<file path="config.mk">
export PLATFORM = sky130hd
export DESIGN_NAME = adc_start_window
export DESIGN_NICKNAME = d
export VERILOG_FILES = /design/src/rtl/adc_ctl_pkg.sv /design/src/rtl/window_compare.sv /design/src/rtl/adc_start_window.sv
export SDC_FILE = /design/constraint.sdc
export NUM_CORES = 1
export LEC_CHECK = 0
export CAP_MARGIN = 20
export CORE_ASPECT_RATIO = 1.75
export CORE_MARGIN = 2
export CORE_UTILIZATION = 45
export CTS_BUF_LIST = sky130_fd_sc_hd__clkbuf_4 sky130_fd_sc_hd__clkbuf_8
export DETAILED_ROUTE_END_ITERATION = 10
export DONT_BUFFER_PORTS = 1
export GPL_TIMING_DRIVEN = 0
export HOLD_SLACK_MARGIN = 0.08
export SETUP_SLACK_MARGIN = 0.1
export SLEW_MARGIN = 5
export SYNTH_ARGS = -nofsm -noshare
export SYNTH_HDL_FRONTEND = slang
export SYNTH_SLANG_ARGS = --single-unit
</file>
<file path="constraint.sdc">
create_clock -name ref_clk -period 2.2 [get_ports ref_clk]
set_input_delay 0.44 -clock ref_clk [delete_from_list [all_inputs] [get_ports ref_clk]]
set_output_delay 0.44 -clock ref_clk [all_outputs]
set_load 0.02 [all_outputs]
</file>
<file path="src/rtl/adc_ctl_pkg.sv">
/*
  constants, field layout and carrier types for the converter start and
  window detector control block.
  assumes an 8-bit special-function-register bus and a converter core on
  the same system clock.
*/
package adc_ctl_pkg;

  // ---------------------------------------------------------------
  // register addresses
  // ---------------------------------------------------------------
  localparam logic [7:0] ADDR_CONTROL    = 8'hE8;
  localparam logic [7:0] ADDR_UPPER_HIGH = 8'hC4;
  localparam logic [7:0] ADDR_UPPER_LOW  = 8'hC3;
  localparam logic [7:0] ADDR_LOWER_HIGH = 8'hC6;
  localparam logic [7:0] ADDR_LOWER_LOW  = 8'hC5;

  // ---------------------------------------------------------------
  // control register fields
  // ---------------------------------------------------------------
  localparam int BIT_ENABLE = 7;
  localparam int BIT_TRACK  = 6;
  localparam int BIT_DONE   = 5;
  localparam int BIT_BUSY   = 4;
  localparam int BIT_WINDOW = 3;
  localparam int CM_MSB     = 2;
  localparam int CM_LSB     = 0;

  // ---------------------------------------------------------------
  // reset values
  // ---------------------------------------------------------------
  localparam logic [7:0] CONTROL_RESET    = 8'h00;
  localparam logic [7:0] UPPER_HIGH_RESET = 8'hFF;
  localparam logic [7:0] UPPER_LOW_RESET  = 8'hFF;
  localparam logic [7:0] LOWER_HIGH_RESET = 8'h00;
  localparam logic [7:0] LOWER_LOW_RESET  = 8'h00;

  // ---------------------------------------------------------------
  // start source codes
  // ---------------------------------------------------------------
  localparam logic [2:0] CM_SOFTWARE = 3'h0;
  localparam logic [2:0] CM_TIMER2   = 3'h2;
  localparam logic [2:0] CM_TIMER1   = 3'h3;
  localparam logic [2:0] CM_EXT_PIN  = 3'h4;
  localparam logic [2:0] CM_TIMER5   = 3'h7;

  // ---------------------------------------------------------------
  // timing
  // ---------------------------------------------------------------
  localparam int TRACK_SAR_CLOCKS = 3;
  localparam int SAR_DIV_DEFAULT  = 4;

  // ---------------------------------------------------------------
  // types
  // ---------------------------------------------------------------
  typedef enum logic [1:0] {
    ST_IDLE    = 2'h0,
    ST_TRACK   = 2'h1,
    ST_CONVERT = 2'h3
  } conv_state_t;

  typedef struct packed {
    logic [7:0] addr;
    logic       wr;
    logic       rd;
    logic [7:0] wdata;
  } sfr_req_t;

  typedef struct packed {
    logic        done;
    logic [15:0] word;
  } conv_result_t;

  typedef struct packed {
    logic tmr2;
    logic tmr1;
    logic tmr5;
  } timer_ovf_t;

endpackage : adc_ctl_pkg

</file>
<file path="src/rtl/window_compare.sv">
/*
  window comparison of one converter result against two 16-bit limits.
  assumes the result word is already in its current justification.
*/
`timescale 1ns/100ps

module window_compare (
  input  wire logic [15:0] result_word,
  input  wire logic [15:0] upper_limit,
  input  wire logic [15:0] lower_limit,
  output logic             in_match
);

  // ---------------------------------------------------------------
  // inside or outside chosen by the limits alone
  // ---------------------------------------------------------------
  always_comb begin
    if (lower_limit > upper_limit) begin
      in_match = (result_word > upper_limit) && (result_word < lower_limit);
    end else begin
      in_match = (result_word < lower_limit) || (result_word > upper_limit);
    end
  end

endmodule : window_compare

</file>
<file path="src/rtl/adc_start_window.sv">
/*
  converter start control, busy indication and programmable window detector,
  reached over the special-function-register bus.
  assumes timer overflows and the converter core run on ref_clk; the
  external start pin is asynchronous.
*/
`timescale 1ns/100ps

// Functional notes
// - writing one to busy starts a conversion only with start source zero.
// - busy reads one while a start is tracking or converting, zero otherwise.
// - window flag at control bit 3 sets on match, holds until cleared.
// - start codes 010, 011, 111 pick timer 2, 1, 5 overflow.
// - results are compared to the limits continuously without software.
// - window flag drives an interrupt request and is readable for polling.
// - limits are two 16-bit values, each from high and low bytes.
// - inside or outside is chosen only by the two limit values.
// - upper limit high byte is read/write and resets to all ones.
// - lower above upper flags between; otherwise flags below lower or above upper.
// - external pin start (code 100) skips the extra tracking delay.
// - delayed track mode tracks three extra converter clocks before converting.
module adc_start_window
  import adc_ctl_pkg::*;
#(
  parameter int SAR_DIV = adc_ctl_pkg::SAR_DIV_DEFAULT
) (
  input  wire logic                      ref_clk,
  input  wire logic                      rst_n,
  input  wire adc_ctl_pkg::sfr_req_t     sfr,
  output logic [7:0]                     sfr_rdata,
  input  wire adc_ctl_pkg::timer_ovf_t   timer_ovf,
  input  wire logic                      external_start_pin,
  input  wire adc_ctl_pkg::conv_result_t conv,
  output logic                           conv_enable,
  output logic                           conv_start,
  output logic                           conversion_busy,
  output logic                           window_match_flag
);

  // ---------------------------------------------------------------
  // derived counts and parameter checks
  // ---------------------------------------------------------------
  localparam int         TRACK_CYCLES = TRACK_SAR_CLOCKS * SAR_DIV;
  localparam logic [7:0] TRACK_LOAD   = 8'(TRACK_CYCLES - 1);

  if (SAR_DIV < 1 || TRACK_CYCLES > 256) begin : g_param_check
    $error("SAR_DIV out of range");
  end

  // ---------------------------------------------------------------
  // state
  // ---------------------------------------------------------------
  typedef struct packed {
    logic        enable;
    logic        track_mode;
    logic        done_flag;
    logic        window_flag;
    logic [2:0]  cm;
    logic [7:0]  upper_high;
    logic [7:0]  upper_low;
    logic [7:0]  lower_high;
    logic [7:0]  lower_low;
    conv_state_t state;
    logic [7:0]  track_cnt;
    logic [2:0]  pin_sync;
    logic        busy;
    logic        conv_start;
    logic [7:0]  rdata;
  } state_t;

  state_t s_ff;
  state_t nxt_s;
  logic   win_match;
  logic   wr_ctrl;
  logic   sw_start;
  logic   trig;
  logic   pin_edge;
  logic   start_evt;
  logic   conv_done;

  window_compare u_window (
    .result_word (conv.word),
    .upper_limit ({s_ff.upper_high, s_ff.upper_low}),
    .lower_limit ({s_ff.lower_high, s_ff.lower_low}),
    .in_match    (win_match)
  );

  // ---------------------------------------------------------------
  // next state
  // ---------------------------------------------------------------
  always_comb begin
    nxt_s            = s_ff;
    nxt_s.conv_start = 1'b0;
    nxt_s.rdata      = 8'h00;
    nxt_s.pin_sync   = {s_ff.pin_sync[1:0], external_start_pin};
    pin_edge         = s_ff.pin_sync[1] & ~s_ff.pin_sync[2];
    wr_ctrl          = sfr.wr && (sfr.addr == ADDR_CONTROL);
    sw_start         = wr_ctrl && sfr.wdata[BIT_BUSY]
                       && (sfr.wdata[CM_MSB:CM_LSB] == CM_SOFTWARE);
    conv_done        = conv.done && (s_ff.state == ST_CONVERT);

    case (s_ff.cm)
      CM_TIMER2:  trig = timer_ovf.tmr2;
      CM_TIMER1:  trig = timer_ovf.tmr1;
      CM_TIMER5:  trig = timer_ovf.tmr5;
      CM_EXT_PIN: trig = pin_edge;
      default:    trig = 1'b0;
    endcase
    start_evt = s_ff.enable && (s_ff.state == ST_IDLE) && (sw_start || trig);

    // register writes
    if (sfr.wr) begin
      case (sfr.addr)
        ADDR_CONTROL: begin
          nxt_s.enable      = sfr.wdata[BIT_ENABLE];
          nxt_s.track_mode  = sfr.wdata[BIT_TRACK];
          nxt_s.done_flag   = sfr.wdata[BIT_DONE];
          nxt_s.window_flag = sfr.wdata[BIT_WINDOW];
          nxt_s.cm          = sfr.wdata[CM_MSB:CM_LSB];
        end
        ADDR_UPPER_HIGH: nxt_s.upper_high = sfr.wdata;
        ADDR_UPPER_LOW:  nxt_s.upper_low  = sfr.wdata;
        ADDR_LOWER_HIGH: nxt_s.lower_high = sfr.wdata;
        ADDR_LOWER_LOW:  nxt_s.lower_low  = sfr.wdata;
        default: ;
      endcase
    end

    // conversion sequencing
    case (s_ff.state)
      ST_IDLE: begin
        if (start_evt) begin
          if (s_ff.track_mode && (s_ff.cm != CM_EXT_PIN)) begin
            nxt_s.state     = ST_TRACK;
            nxt_s.track_cnt = TRACK_LOAD;
          end else begin
            nxt_s.state      = ST_CONVERT;
            nxt_s.conv_start = 1'b1;
          end
        end
      end
      ST_TRACK: begin
        if (s_ff.track_cnt == 8'h00) begin
          nxt_s.state      = ST_CONVERT;
          nxt_s.conv_start = 1'b1;
        end else begin
          nxt_s.track_cnt = s_ff.track_cnt - 8'h01;
        end
      end
      ST_CONVERT: begin
        if (conv.done) begin
          nxt_s.state = ST_IDLE;
        end
      end
      default: nxt_s.state = ST_IDLE;
    endcase
    if (!nxt_s.enable) begin
      nxt_s.state = ST_IDLE;
    end
    nxt_s.busy = (nxt_s.state != ST_IDLE);

    // hardware sets win over software clears
    if (conv_done) begin
      nxt_s.done_flag = 1'b1;
      if (win_match) begin
        nxt_s.window_flag = 1'b1;
      end
    end

    // register reads, answered one cycle after the strobe
    if (sfr.rd) begin
      case (sfr.addr)
        ADDR_CONTROL:    nxt_s.rdata = {s_ff.enable, s_ff.track_mode, s_ff.done_flag,
                                        s_ff.busy, s_ff.window_flag, s_ff.cm};
        ADDR_UPPER_HIGH: nxt_s.rdata = s_ff.upper_high;
        ADDR_UPPER_LOW:  nxt_s.rdata = s_ff.upper_low;
        ADDR_LOWER_HIGH: nxt_s.rdata = s_ff.lower_high;
        ADDR_LOWER_LOW:  nxt_s.rdata = s_ff.lower_low;
        default:         nxt_s.rdata = 8'h00;
      endcase
    end
  end

  // ---------------------------------------------------------------
  // registers
  // ---------------------------------------------------------------
  always_ff @(posedge ref_clk or negedge rst_n) begin
    if (!rst_n) begin
      s_ff.enable      <= CONTROL_RESET[BIT_ENABLE];
      s_ff.track_mode  <= CONTROL_RESET[BIT_TRACK];
      s_ff.done_flag   <= CONTROL_RESET[BIT_DONE];
      s_ff.window_flag <= CONTROL_RESET[BIT_WINDOW];
      s_ff.cm          <= CONTROL_RESET[CM_MSB:CM_LSB];
      s_ff.upper_high  <= UPPER_HIGH_RESET;
      s_ff.upper_low   <= UPPER_LOW_RESET;
      s_ff.lower_high  <= LOWER_HIGH_RESET;
      s_ff.lower_low   <= LOWER_LOW_RESET;
      s_ff.state       <= ST_IDLE;
      s_ff.track_cnt   <= 8'h00;
      s_ff.pin_sync    <= 3'h0;
      s_ff.busy        <= 1'b0;
      s_ff.conv_start  <= 1'b0;
      s_ff.rdata       <= 8'h00;
    end else begin
      s_ff <= nxt_s;
    end
  end

  assign sfr_rdata         = s_ff.rdata;
  assign conv_enable       = s_ff.enable;
  assign conv_start        = s_ff.conv_start;
  assign conversion_busy   = s_ff.busy;
  assign window_match_flag = s_ff.window_flag;

  // ---------------------------------------------------------------
  // assertions
  // ---------------------------------------------------------------
  localparam int TRK_DLY = TRACK_CYCLES;
endmodule : adc_start_window

</file>
After elaboration in Yosys (flattened, before gate mapping)
Cells that the tools add are included.
Storage, ports and cells
  flip-flop bits (word level): 62
  bits in latches: 0
  RAM bits: 0
  bits in read-only memories: 0
  input port bits: 41
  output and inout bits: 12
  memories kept: 0
Cells by class
  add/sub/neg operators: 1
  multiply operators: 0
  div/mod/pow operators: 0
  $lt $le $gt $ge: 3
  equality and inequality tests: 15
  shift-type cells: 0
  mux-type cells: 25
  bitwise operators: 2
  reduce and logical (&&, ||, !) cells: 24
Operators with widths (count)
  2-to-1 mux 8 bit: 7
  equality test 8 bit, second input constant: 5
  case mux 8 bit (5 select lines): 1
  2-to-1 mux 39 bit: 1
  greater-than comparator 16 bit: 2
  < comparator 16 bit: 1
  case mux 8 bit (2 select lines): 1
  AND reduction 2 bit: 6
  2-to-1 mux 10 bit: 1
  2-to-1 mux 2 bit: 5
  logical AND 1 bit: 8
  logical NOT 8 bit: 1
  nonzero test 2 bit: 4
  subtractor 8 x 1 -> 8 bit, second input constant: 1
  2-to-1 mux 7 bit: 1
  equality test 3 x 2 -> 1 bit, second input constant: 2
  equality test 3 bit, second input constant: 2
  case mux 2 bit (3 select lines): 1
  2-to-1 mux 1 bit: 5
  != test 2 bit, second input constant: 2
  case mux 1 bit (4 select lines): 1
  AND reduction 4 bit: 1
  logical NOT 3 bit: 1
  != test 3 bit, second input constant: 1
  other kinds (8): 9

Logic depth before layout (Yosys ltp)
Gate-level depths: netlist of the first run.
  depth after elaboration: 10
  depth in mapped cells: 10
  mapped depth without buffers: 9

Modules after synthesis
A second synthesis of the first run with hierarchy kept.
Unflattened totals
  cell total of the unflattened synthesis: 384
  area, all modules: 4041.4 sq um
By module, submodules not included
  adc_start_window: instances 1, cells an instance 232, area an instance 2896.5 sq um, seq. area each 1571.5 sq um
  window_compare: instances 1, cells an instance 152, area an instance 1144.8 sq um, seq. area each 0.0 sq um

Least setup slack after synthesis of the first run
Ideal clock, no wire load.
  kind: register -> register
  start point: register s_ff[54] in the netlist's numbering
  end point: register s_ff, in the netlist window_match_flag
  setup time: 66 ps
  arrival time: 2101 ps
  slack: 33 ps
  cell stages (with the launch flop): 10
  period minus slack after synthesis: 2167 ps
  path through: dfstp_2 inv_1 ha_1 nand4_1 or4_1 a21o_1 o211ai_1 o21ai_0 a21oi_1 o32a_1
RTL lines
  from (decl): RTL line adc_start_window.sv:71  | state_t s_ff;
  from (signal assigned): RTL line adc_start_window.sv:205  | s_ff <= nxt_s;

==> flow_summary.json, run 1 <==
{
  "setup_ws_ns": -0.0765,
  "synth_warnings": 0,
  "cp_max_fo": 3,
  "routed_wl_um": 10300,
  "powerDensity_nw_per_um2": 589,
  "max-cap-violations": 0,
  "report.final.slew_viol_count": 0,
  "max_stage_delay_ns": 0.53,
  "synth_area_um2": 3920,
  "postSynthAreaPerCell_um2": 10.1,
  "p_comb_share_pct": 11.2,
  "arrival_ns": 2.57,
  "ir_drop_mv": 0.302,
  "core-area_um2": 8560,
  "avgViaCountPerCell": 5.81,
  "synth_edf_count": 0,
  "area_growth_pct": 15.5,
  "io_pins": 53,
  "finalSetupViolCount": 2,
  "drive_gt1_share_pct": 27.5,
  "dpl_cell_area_um2": 4070,
  "p_leak_nw": 1.96,
  "r2r.worst_path.cells": 9,
  "rsz0062_at_grt": "yes",
  "io_buffers": 0,
  "num_vias": 3090,
  "power_frac_seq_pct": 46.8,
  "ant_nets": 0,
  "ys_types": 54,
  "hold_class": "primary input to flip-flop",
  "max-slew-margin-rel_pct": 31.9,
  "worstSetupEndpointType": "flip-flop",
  "internal_power_w": 0.00202,
  "min_period_ns": 2.28,
  "grt_pass1_wl_um": 15900,
  "clock-skew-final_ns": 0.00980,
  "cts_buffers": 9,
  "start_util_pct": 45.8,
  "cp.required_ns": 2.49,
  "layout_common_cells": "dfrtp_1, nand2_1, ha_1, inv_1, mux2_2",
  "gp_congestion": 0.833,
  "period_share_pct": 103,
  "fp.dieArea_um2": 9510,
  "tritoncts": "done",
  "fin_setup_tns_ns": -0.0918,
  "whs_path_depth": 0,
  "num-nets-final": 499,
  "cts-htree-levels": 3,
  "crit_buf_inv": 1,
  "grtUsageTotal_pct": 22.9,
  "ys_seq_area_share_pct": 40.1,
  "drt_first_pass_iters": 4,
  "violations": "negative setup slack",
  "cpLargestDelayFamily": "compound AO/OA/AOI/OAI gates",
  "worstSetupPathType": "flip-flop to flip-flop",
  "cts_sinks": 62,
  "drc": 0,
  "syn_inst": 387,
  "clock.fmax_ghz": 0.439,
  "insertion_delay_ns": 0.35,
  "grt_max_degree": 63,
  "postLayoutCellArea_um2": 4530,
  "antenna_cells": 0,
  "cts-root-buf": "clkbuf_8",
  "worstMarginPinSlew_ns": 1.01,
  "wire_per_inst_um": 19.3,
  "die_y_um": 127,
  "syn_nets": 476,
  "grt_pass1_vias": 3174,
  "status": "complete, but fails checks",
  "overflow": 0,
  "clkPwrFrac_pct": 42.0,
  "power.total_w": 0.00267,
  "detailedRoute.firstIterationViolations": 240,
  "clkTransAtPathRegs_ns": 0.07,
  "row_count": 45,
  "dp_slack_ns": -0.213,
  "crit_slowest_cell": "dfstp_2",
  "cp-start-kind": "flip-flop",
  "ys.flop_type": "dfrtp_1",
  "cp_num_cells": 9,
  "path_cells": "inv_1, ha_1, nand4_1, or4_4, a21o_1, o211ai_1, o21ai_1, a21oi_1, o32a_1",
  "post-dp-hpwl_um": 7940,
  "swShare_pct": 24.2,
  "final_common_cell": "dfrtp_1",
  "ys_async_sr_fraction_pct": 100,
  "fp.dieW_um": 74.6,
  "ys_ff_latch": 62,
  "worst_hold_slack_ns": 0.121,
  "cts_max_path_buffers": 2,
  "antenna_found_initial": 0,
  "switching_power_w": 0.000645,
  "hold_viol": 0
}
==> sequential cells by signal (all words and copies together), names as in the netlist <==
name,flops
conversion_busy,1
sfr_rdata,8
window_match_flag,1
conv_enable,1
conv_start,1
nxt_s,2
s_ff,48
==> power groups by stage <==
stage          logic, W  clock network [W]  registers [W]
2_1_floorplan  0.000197                  0        0.00125
3_3_place_gp   0.000238                  0        0.00126
3_5_place_dp   0.000254                  0        0.00127
4_1_cts        0.000297            0.00114        0.00125
5_1_grt        0.000345            0.00119        0.00126
6_report       0.000299            0.00112        0.00125
==> path summary, 6_finish.rpt <==
| path | from | to | slack, ns |
|---|---|---|---|
| setup reg to reg | s_ff[54] | window_match_flag | -0.08 |
| hold reg to reg | nxt_s[11] | nxt_s[12] | 0.35 |
| setup / recovery | s_ff[54] | window_match_flag | -0.08 |
| hold / removal | external_start_pin | nxt_s[11] | 0.12 |
| min in group asynchronous | rst_n | s_ff[26] | 0.62 |
| max in group asynchronous | rst_n | s_ff[54] | 1.26 |
==> area by class of cell <==
type,instances,area (um^2)
fillers,803,4030
multi-input cells,275,2240
flip-flops and latches,62,1570
clock buffers,12,153
inverters,38,150
well taps,117,146
repair buffers,12,110
plain buffers,12,82.6
clock inverters,4,70.1
==> routing by layer <==
metal | track usage [%] | vias to the layer above | wire length, um
li1 | - | 1458 | -
met1 | 24.6 | 1520 | 3810
met2 | 40.0 | 81 | 5650
met3 | 4.65 | 31 | 402
met4 | 13.4 | 0 | 405
met5 | 0 | - | 0
==> synthesized netlist by cell type (3+ instances only) <==
| library cell | number | area [um^2] |
|---|---|---|
| nor4_1 | 3 | 18.8 |
| nor3_1 | 7 | 35.0 |
| nand2_1 | 44 | 165 |
| mux2_2 | 29 | 327 |
| a21o_1 | 4 | 30.0 |
| nor3b_1 | 3 | 22.5 |
| dfstp_2 | 16 | 420 |
| clkbuf_1 | 3 | 11.3 |
| inv_1 | 38 | 143 |
| buf_4 | 8 | 60.1 |
| o211ai_1 | 4 | 30.0 |
| dfrtp_1 | 46 | 1150 |
| nand4_1 | 9 | 56.3 |
| o21ai_0 | 17 | 85.1 |
| a31oi_1 | 10 | 62.6 |
| nor2_1 | 11 | 41.3 |
| a222oi_1 | 8 | 80.1 |
| xnor2_1 | 3 | 26.3 |
| a21oi_1 | 22 | 110 |
| nand3_1 | 10 | 50.1 |
| mux2i_1 | 3 | 30.0 |
| ha_1 | 48 | 601 |
==> stage by stage <==
step / util (%) / cells
finish: 52.9 / 532
global route: 52.9 / 532
CTS: 52.0 / 527
detailed placement: 47.6 / 504
global placement: 47.6 / 504
floorplan: - / 387
==> worst register-to-register path, delay by kind of cell (launching register included) <==
kind / cells / cell delay (ns)
DFF: 1 / 0.53
and+or+nand+nor: 2 / 0.60
buffers and inverters: 1 / 0.08
AOI/OAI and AO/OA: 5 / 0.69
adders and majority gates: 1 / 0.32
==> cell families (layout without fill, tap and decap cells) <==
kind of cell	Yosys count	after routing	synth area share, %
and+or+nand+nor	110	110	15.2
AOI/OAI and AO/OA	80	80	13.5
DFF	62	62	40.1
buffers and inverters	50	78	5.74
adders and majority gates	48	48	15.3
muxes	32	32	9.09
xor gates and xnor gates	5	5	1.12
==> repair_timing <==
| action | 4_1_cts | 5_1_grt |
|---|---|---|
| gates resized for setup | 17 | 8 |
| buffers inserted | 5 | 4 |
| hold buffers | 2 | 0 |
| endpoints found under the hold margin | 62 | 0 |
| pin swaps | 6 | 8 |
| endpoints found under the setup margin | 6 | 16 |
Power figures use the tool's default switching activity.
==> run 2, diff against run 1 <==
SETUP_SLACK_MARGIN = 0.05   (was 0.1)
==> run 2 against run 1 <==
Against the previous run:
- the run still ends with negative setup slack left
- clock skew is 0.0033 ns lower
- first-iteration DRC count is 20% lower
- via count is 1.2% lower
- total power is 7.7% lower
- largest cell class unchanged
- die area stayed put
- clock power is 19% lower
- critical path type unchanged
- combinational power is 4% higher
- count of clock-buffer cells in the layout is 1 higher
==> flow_summary.json, run 2 (synthesis gave the netlist of run 1 again) <==
{
  "fp.dieW_um": 74.6,
  "postLayoutCellArea_um2": 4530,
  "setup_ws_ns": -0.0727,
  "dpl_cell_area_um2": 4070,
  "hold_viol": 0,
  "worstSetupPathType": "flip-flop to flip-flop",
  "final_util_pct": 52.9,
  "fin_setup_tns_ns": -0.106,
  "ir_drop_mv": 0.266,
  "routed-wl-met2_um": 5710,
  "status": "complete, but fails checks",
  "insertion_delay_ns": 0.35,
  "highest_layer": "met4",
  "violations": "negative setup slack",
  "powerDensity_nw_per_um2": 544,
  "cts_max_path_buffers": 2,
  "antenna_found_initial": 0,
  "io_buffers": 0,
  "avgViaCountPerCell": 5.76,
  "routed_wl_um": 10200,
  "clock-skew-final_ns": 0.00649,
  "layout_common_cells": "dfrtp_1, nand2_1, ha_1, inv_1, mux2_2",
  "worst_hold_slack_ns": 0.112,
  "grtUsageTotal_pct": 22.7,
  "grt_pass1_wl_um": 15800,
  "drive_gt1_share_pct": 29.1,
  "row_count": 45,
  "ant_nets": 0,
  "drc": 0,
  "top_register": "s_ff",
  "cp.required_ns": 2.49,
  "detailedRoute.firstIterationViolations": 192,
  "worstSetupEndpointType": "flip-flop",
  "grt_max_degree": 63,
  "wire_per_inst_um": 19.3,
  "report.final.slew_viol_count": 0,
  "clock.fmax_ghz": 0.440,
  "tritoncts": "done",
  "multiInputGateArea_um2": 2300,
  "num_vias": 3053,
  "gp_congestion": 0.834,
  "drt_first_pass_iters": 6,
  "min_period_ns": 2.27,
  "start_util_pct": 45.8,
  "period_share_pct": 103,
  "antenna_cells": 0,
  "cts-htree-levels": 3,
  "layout.area.seq_um2": 1570,
  "finalSetupViolCount": 2,
  "arrival_ns": 2.56,
  "clkTransAtPathRegs_ns": 0.07,
  "cp-start-kind": "flip-flop",
  "die_y_um": 127,
  "io_pins": 53,
  "grt_pass1_vias": 3202,
  "area_growth_pct": 15.4,
  "cts_sinks": 62,
  "core-area_um2": 8560,
  "final_common_cell": "dfrtp_1",
  "largest_reg_flops": 48,
  "max-slew-margin-rel_pct": 32.0,
  "wl_met3_um": 481,
  "hold_class": "primary input to flip-flop",
  "fillCellCount": 837,
  "met1Wirelength_um": 3660,
  "cts_buffers": 9,
  "cp_max_fo": 3,
  "post-dp-hpwl_um": 7940,
  "rsz0062_at_grt": "yes",
  "p_leak_nw": 1.92,
  "overflow": 0,
  "worstMarginPinSlew_ns": 1.01,
  "cts-root-buf": "clkbuf_8",
  "max-cap-violations": 0,
  "fp.dieArea_um2": 9510,
  "num-nets-final": 497
}
-- run 2: changes by cell type in the layout (fill, tap and decap cells not counted), sizes merged --
cell      delta
buf          -1
bufinv       -2
clkinv       -1
clkinvlp     +2
-- run 2: repair_timing --
item,in CTS,in global routing
setup endpoints to repair,5,15
pin swaps,7,4
cloned,0,0
buffers inserted,7,0
hold buffers,2,0
gates resized for setup,23,10
endpoints found under the hold margin,62,0
-- run 2: path summary, 6_finish.rpt --
check	start	end	slack [ns]	depth (start not counted)
worst min register to register	nxt_s[11]	nxt_s[12]	0.36	0
worst min-delay path	external_start_pin	nxt_s[11]	0.11	0
min in group asynchronous	rst_n	sfr_rdata[1]	0.62	2
max in group asynchronous	rst_n	s_ff[49]	1.28	2
worst max-delay path	s_ff[50]	window_match_flag	-0.07	9
worst max register to register	s_ff[50]	window_match_flag	-0.07	9
-- run 2: per-layer routing --
layer	GRT usage [%]	vias to the layer above
met2	41.4	81
met1	23.7	1499
li1	-	1450
met3	4.65	23
met5	0	-
met4	11.2	0
-- run 2: layout make-up --
cell class	instances	share of cell area (%)
multi-input cells	275	50.8
clock inverters	3	0.442
well taps	117	3.23
flip-flops and latches	62	34.7
inverters	38	3.32
repair buffers	10	2.10
plain buffers	12	1.82
clock buffers	13	3.54
-- run 2: through the flow --
step,power (W),std cells,setup slack (ns)
floorplan,0.00144,387,0.0541
global placement,0.00150,504,-0.278
detailed placement,0.00152,504,-0.279
CTS,0.00248,529,-0.0746
global route,0.00259,530,-0.205
finish,0.00246,530,-0.0727
-- run 2: where the power goes --
| part | internal, W | switching (W) | leakage [nW] |
|---|---|---|---|
| Clock | 0.000475 | 0.000429 | 0.0899 |
| Sequential | 0.00120 | 0.0000510 | 0.771 |
| Combinational | 0.000143 | 0.000168 | 1.06 |
-- run 2: worst max-delay path, cell delays in order (launching register included) --
cell      delay (ns)
dfstp_2         0.56
inv_4           0.05
ha_4            0.26
nand4_1         0.12
or4_4           0.51
a21o_1          0.19
o211ai_1        0.09
o21ai_1         0.11
a21oi_1         0.16
o32a_1          0.16
==> run 3, diff against run 2 <==
==> constraint.sdc (replaced) <==
create_clock -name ref_clk -period 2.2 [get_ports ref_clk]
set_input_delay 0.22 -clock ref_clk [delete_from_list [all_inputs] [get_ports ref_clk]]
set_output_delay 0.22 -clock ref_clk [all_outputs]
set_load 0.02 [all_outputs]
==> run 3 against run 2 <==
Against the previous run:
- the run still ends with negative setup slack left
- count of clock-buffer cells in the layout stayed put
- highest routed layer unchanged
- clock skew is 0.0026 ns higher
- global-route usage is 0.65 points higher
- sequential power hardly changed
- critical path depth stayed put
- non-clock buffer count is 10 higher
- first-iteration DRC count is 19% higher
- wire length is 2.7% higher
- combinational power is 7.7% higher
- core utilization is 1.0 points higher
- worst setup slack better by 0.0055 ns
- total power is 1.1% higher
==> flow_summary.json, run 3 (synthesis gave the netlist of run 1 again) <==
{
  "hold_start": "sfr[11]",
  "min_period_ns": 2.27,
  "clock-skew-final_ns": 0.00913,
  "grt_max_degree": 63,
  "area_growth_pct": 17.7,
  "gp_congestion": 0.834,
  "final_common_cell": "dfrtp_1",
  "violations": "negative setup slack",
  "hold_viol": 0,
  "wire_per_inst_um": 19.4,
  "setup_ws_ns": -0.0672,
  "final_util_pct": 53.9,
  "cts-root-buf": "clkbuf_8",
  "io_pins": 53,
  "startpoint": "s_ff[50]",
  "drive_gt1_share_pct": 28.4,
  "hold_class": "primary input to flip-flop",
  "cp_max_fo": 3,
  "max_stage_delay_ns": 0.56,
  "start_util_pct": 45.8,
  "cts-htree-levels": 3,
  "core-area_um2": 8560,
  "row_count": 45,
  "post-dp-hpwl_um": 7940,
  "powerDensity_nw_per_um2": 540,
  "num-nets-final": 507,
  "drt_first_pass_iters": 6,
  "dp_slack_ns": -0.279,
  "fillCellCount": 831,
  "worstSetupPathType": "flip-flop to flip-flop",
  "io_buffers": 0,
  "finalSetupViolCount": 2,
  "cts_sinks": 62,
  "clock.fmax_ghz": 0.441,
  "fp.dieArea_um2": 9510,
  "cp.required_ns": 2.49,
  "layout_common_cells": "dfrtp_1, nand2_1, ha_1, inv_1, mux2_2",
  "insertion_delay_ns": 0.35,
  "dpl_cell_area_um2": 4070,
  "routed_wl_um": 10500,
  "num_vias": 3126,
  "path_cells": "inv_4, ha_4, nand4_1, or4_4, a21o_1, o211ai_1, o21ai_1, a21oi_1, o32a_1",
  "r2r_start": "s_ff[50]",
  "worstMarginPinSlew_ns": 1.02,
  "cts_max_path_buffers": 2,
  "tritoncts": "done",
  "drc": 0,
  "grt_pass1_wl_um": 16200,
  "die_y_um": 127,
  "arrival_ns": 2.56,
  "cpLargestDelayFamily": "compound AO/OA/AOI/OAI gates",
  "fin_cells": 541,
  "fp.dieW_um": 74.6,
  "report.final.slew_viol_count": 0,
  "crit_slowest_cell": "dfstp_2",
  "antenna_found_initial": 0,
  "ir_drop_mv": 0.267,
  "grtUsageTotal_pct": 23.4,
  "period_share_pct": 103,
  "grt_pass1_vias": 3273,
  "worst_hold_slack_ns": 0.108,
  "cts_buffers": 9,
  "postLayoutCellArea_um2": 4610,
  "p_leak_nw": 1.95,
  "ant_nets": 0,
  "avgViaCountPerCell": 5.78,
  "overflow": 0,
  "clkTransAtPathRegs_ns": 0.07,
  "cp-start-kind": "flip-flop",
  "status": "complete, but fails checks",
  "max-slew-margin-rel_pct": 31.7,
  "worstSetupEndpointType": "flip-flop",
  "top_register": "s_ff",
  "crit_buf_inv": 1,
  "largest_reg_flops": 48,
  "max-cap-violations": 0,
  "placed_cells": 504,
  "rsz0062_at_grt": "yes",
  "detailedRoute.firstIterationViolations": 229
}
run 3: metrics by stage:
stage | TNS (ns) | total power (W)
floorplan | 0 | 0.00144
global placement | -0.790 | 0.00150
detailed placement | -0.405 | 0.00152
CTS | -0.161 | 0.00251
global route | -0.803 | 0.00261
finish | -0.0996 | 0.00249
run 3: cell type report:
| cell class | instances | area [um^2] | area share (%) |
|---|---|---|---|
| diodes | 1 | 2.50 | 0.0542 |
| plain buffers | 12 | 82.6 | 1.79 |
| clock buffers | 13 | 160 | 3.47 |
| clock inverters | 3 | 20.0 | 0.434 |
| inverters | 38 | 150 | 3.25 |
| multi-input cells | 275 | 2280 | 49.5 |
| flip-flops and latches | 62 | 1570 | 34.1 |
| well taps | 117 | 146 | 3.17 |
| repair buffers | 20 | 195 | 4.23 |
run 3: tightest hold or removal path, stage by stage:
cell	delay, ns
nor4b_2	0.08
nand2_1	0.08
o21ai_0	0.07
run 3: power by group:
part           switching [W]  leakage (nW)  internal [W]  total (W)
Combinational       0.000180          1.09      0.000154   0.000334
Clock               0.000432        0.0899      0.000475   0.000907
Sequential         0.0000514         0.771       0.00120    0.00125
run 3: routing by layer:
| metal | global-route usage [%] | vias to the layer above | share of wire [%] |
|---|---|---|---|
| met5 | 0 | - | 0 |
| met4 | 11.9 | 0 | 4.1 |
| met3 | 4.50 | 32 | 4.4 |
| met2 | 42.8 | 86 | 56 |
| met1 | 24.1 | 1532 | 35 |
| li1 | - | 1476 | - |
run 3: worst paths after layout:
check | to | slack (ns) | cells past startpoint
max reg2reg | window_match_flag | -0.07 | 9
max in group asynchronous | s_ff[49] | 1.50 | 2
min in group asynchronous | s_ff[18] | 0.40 | 2
max | window_match_flag | -0.07 | 9
min | s_ff[48] | 0.11 | 3
min reg2reg | nxt_s[12] | 0.36 | 0
run 3: what timing repair did:
item                                    CTS  global route
hold endpoints to repair                103             0
setup buffers                             7             0
pin swaps                                 7             4
hold buffers                             12             0
resized for setup                        23             8
endpoints found under the setup margin    5             6
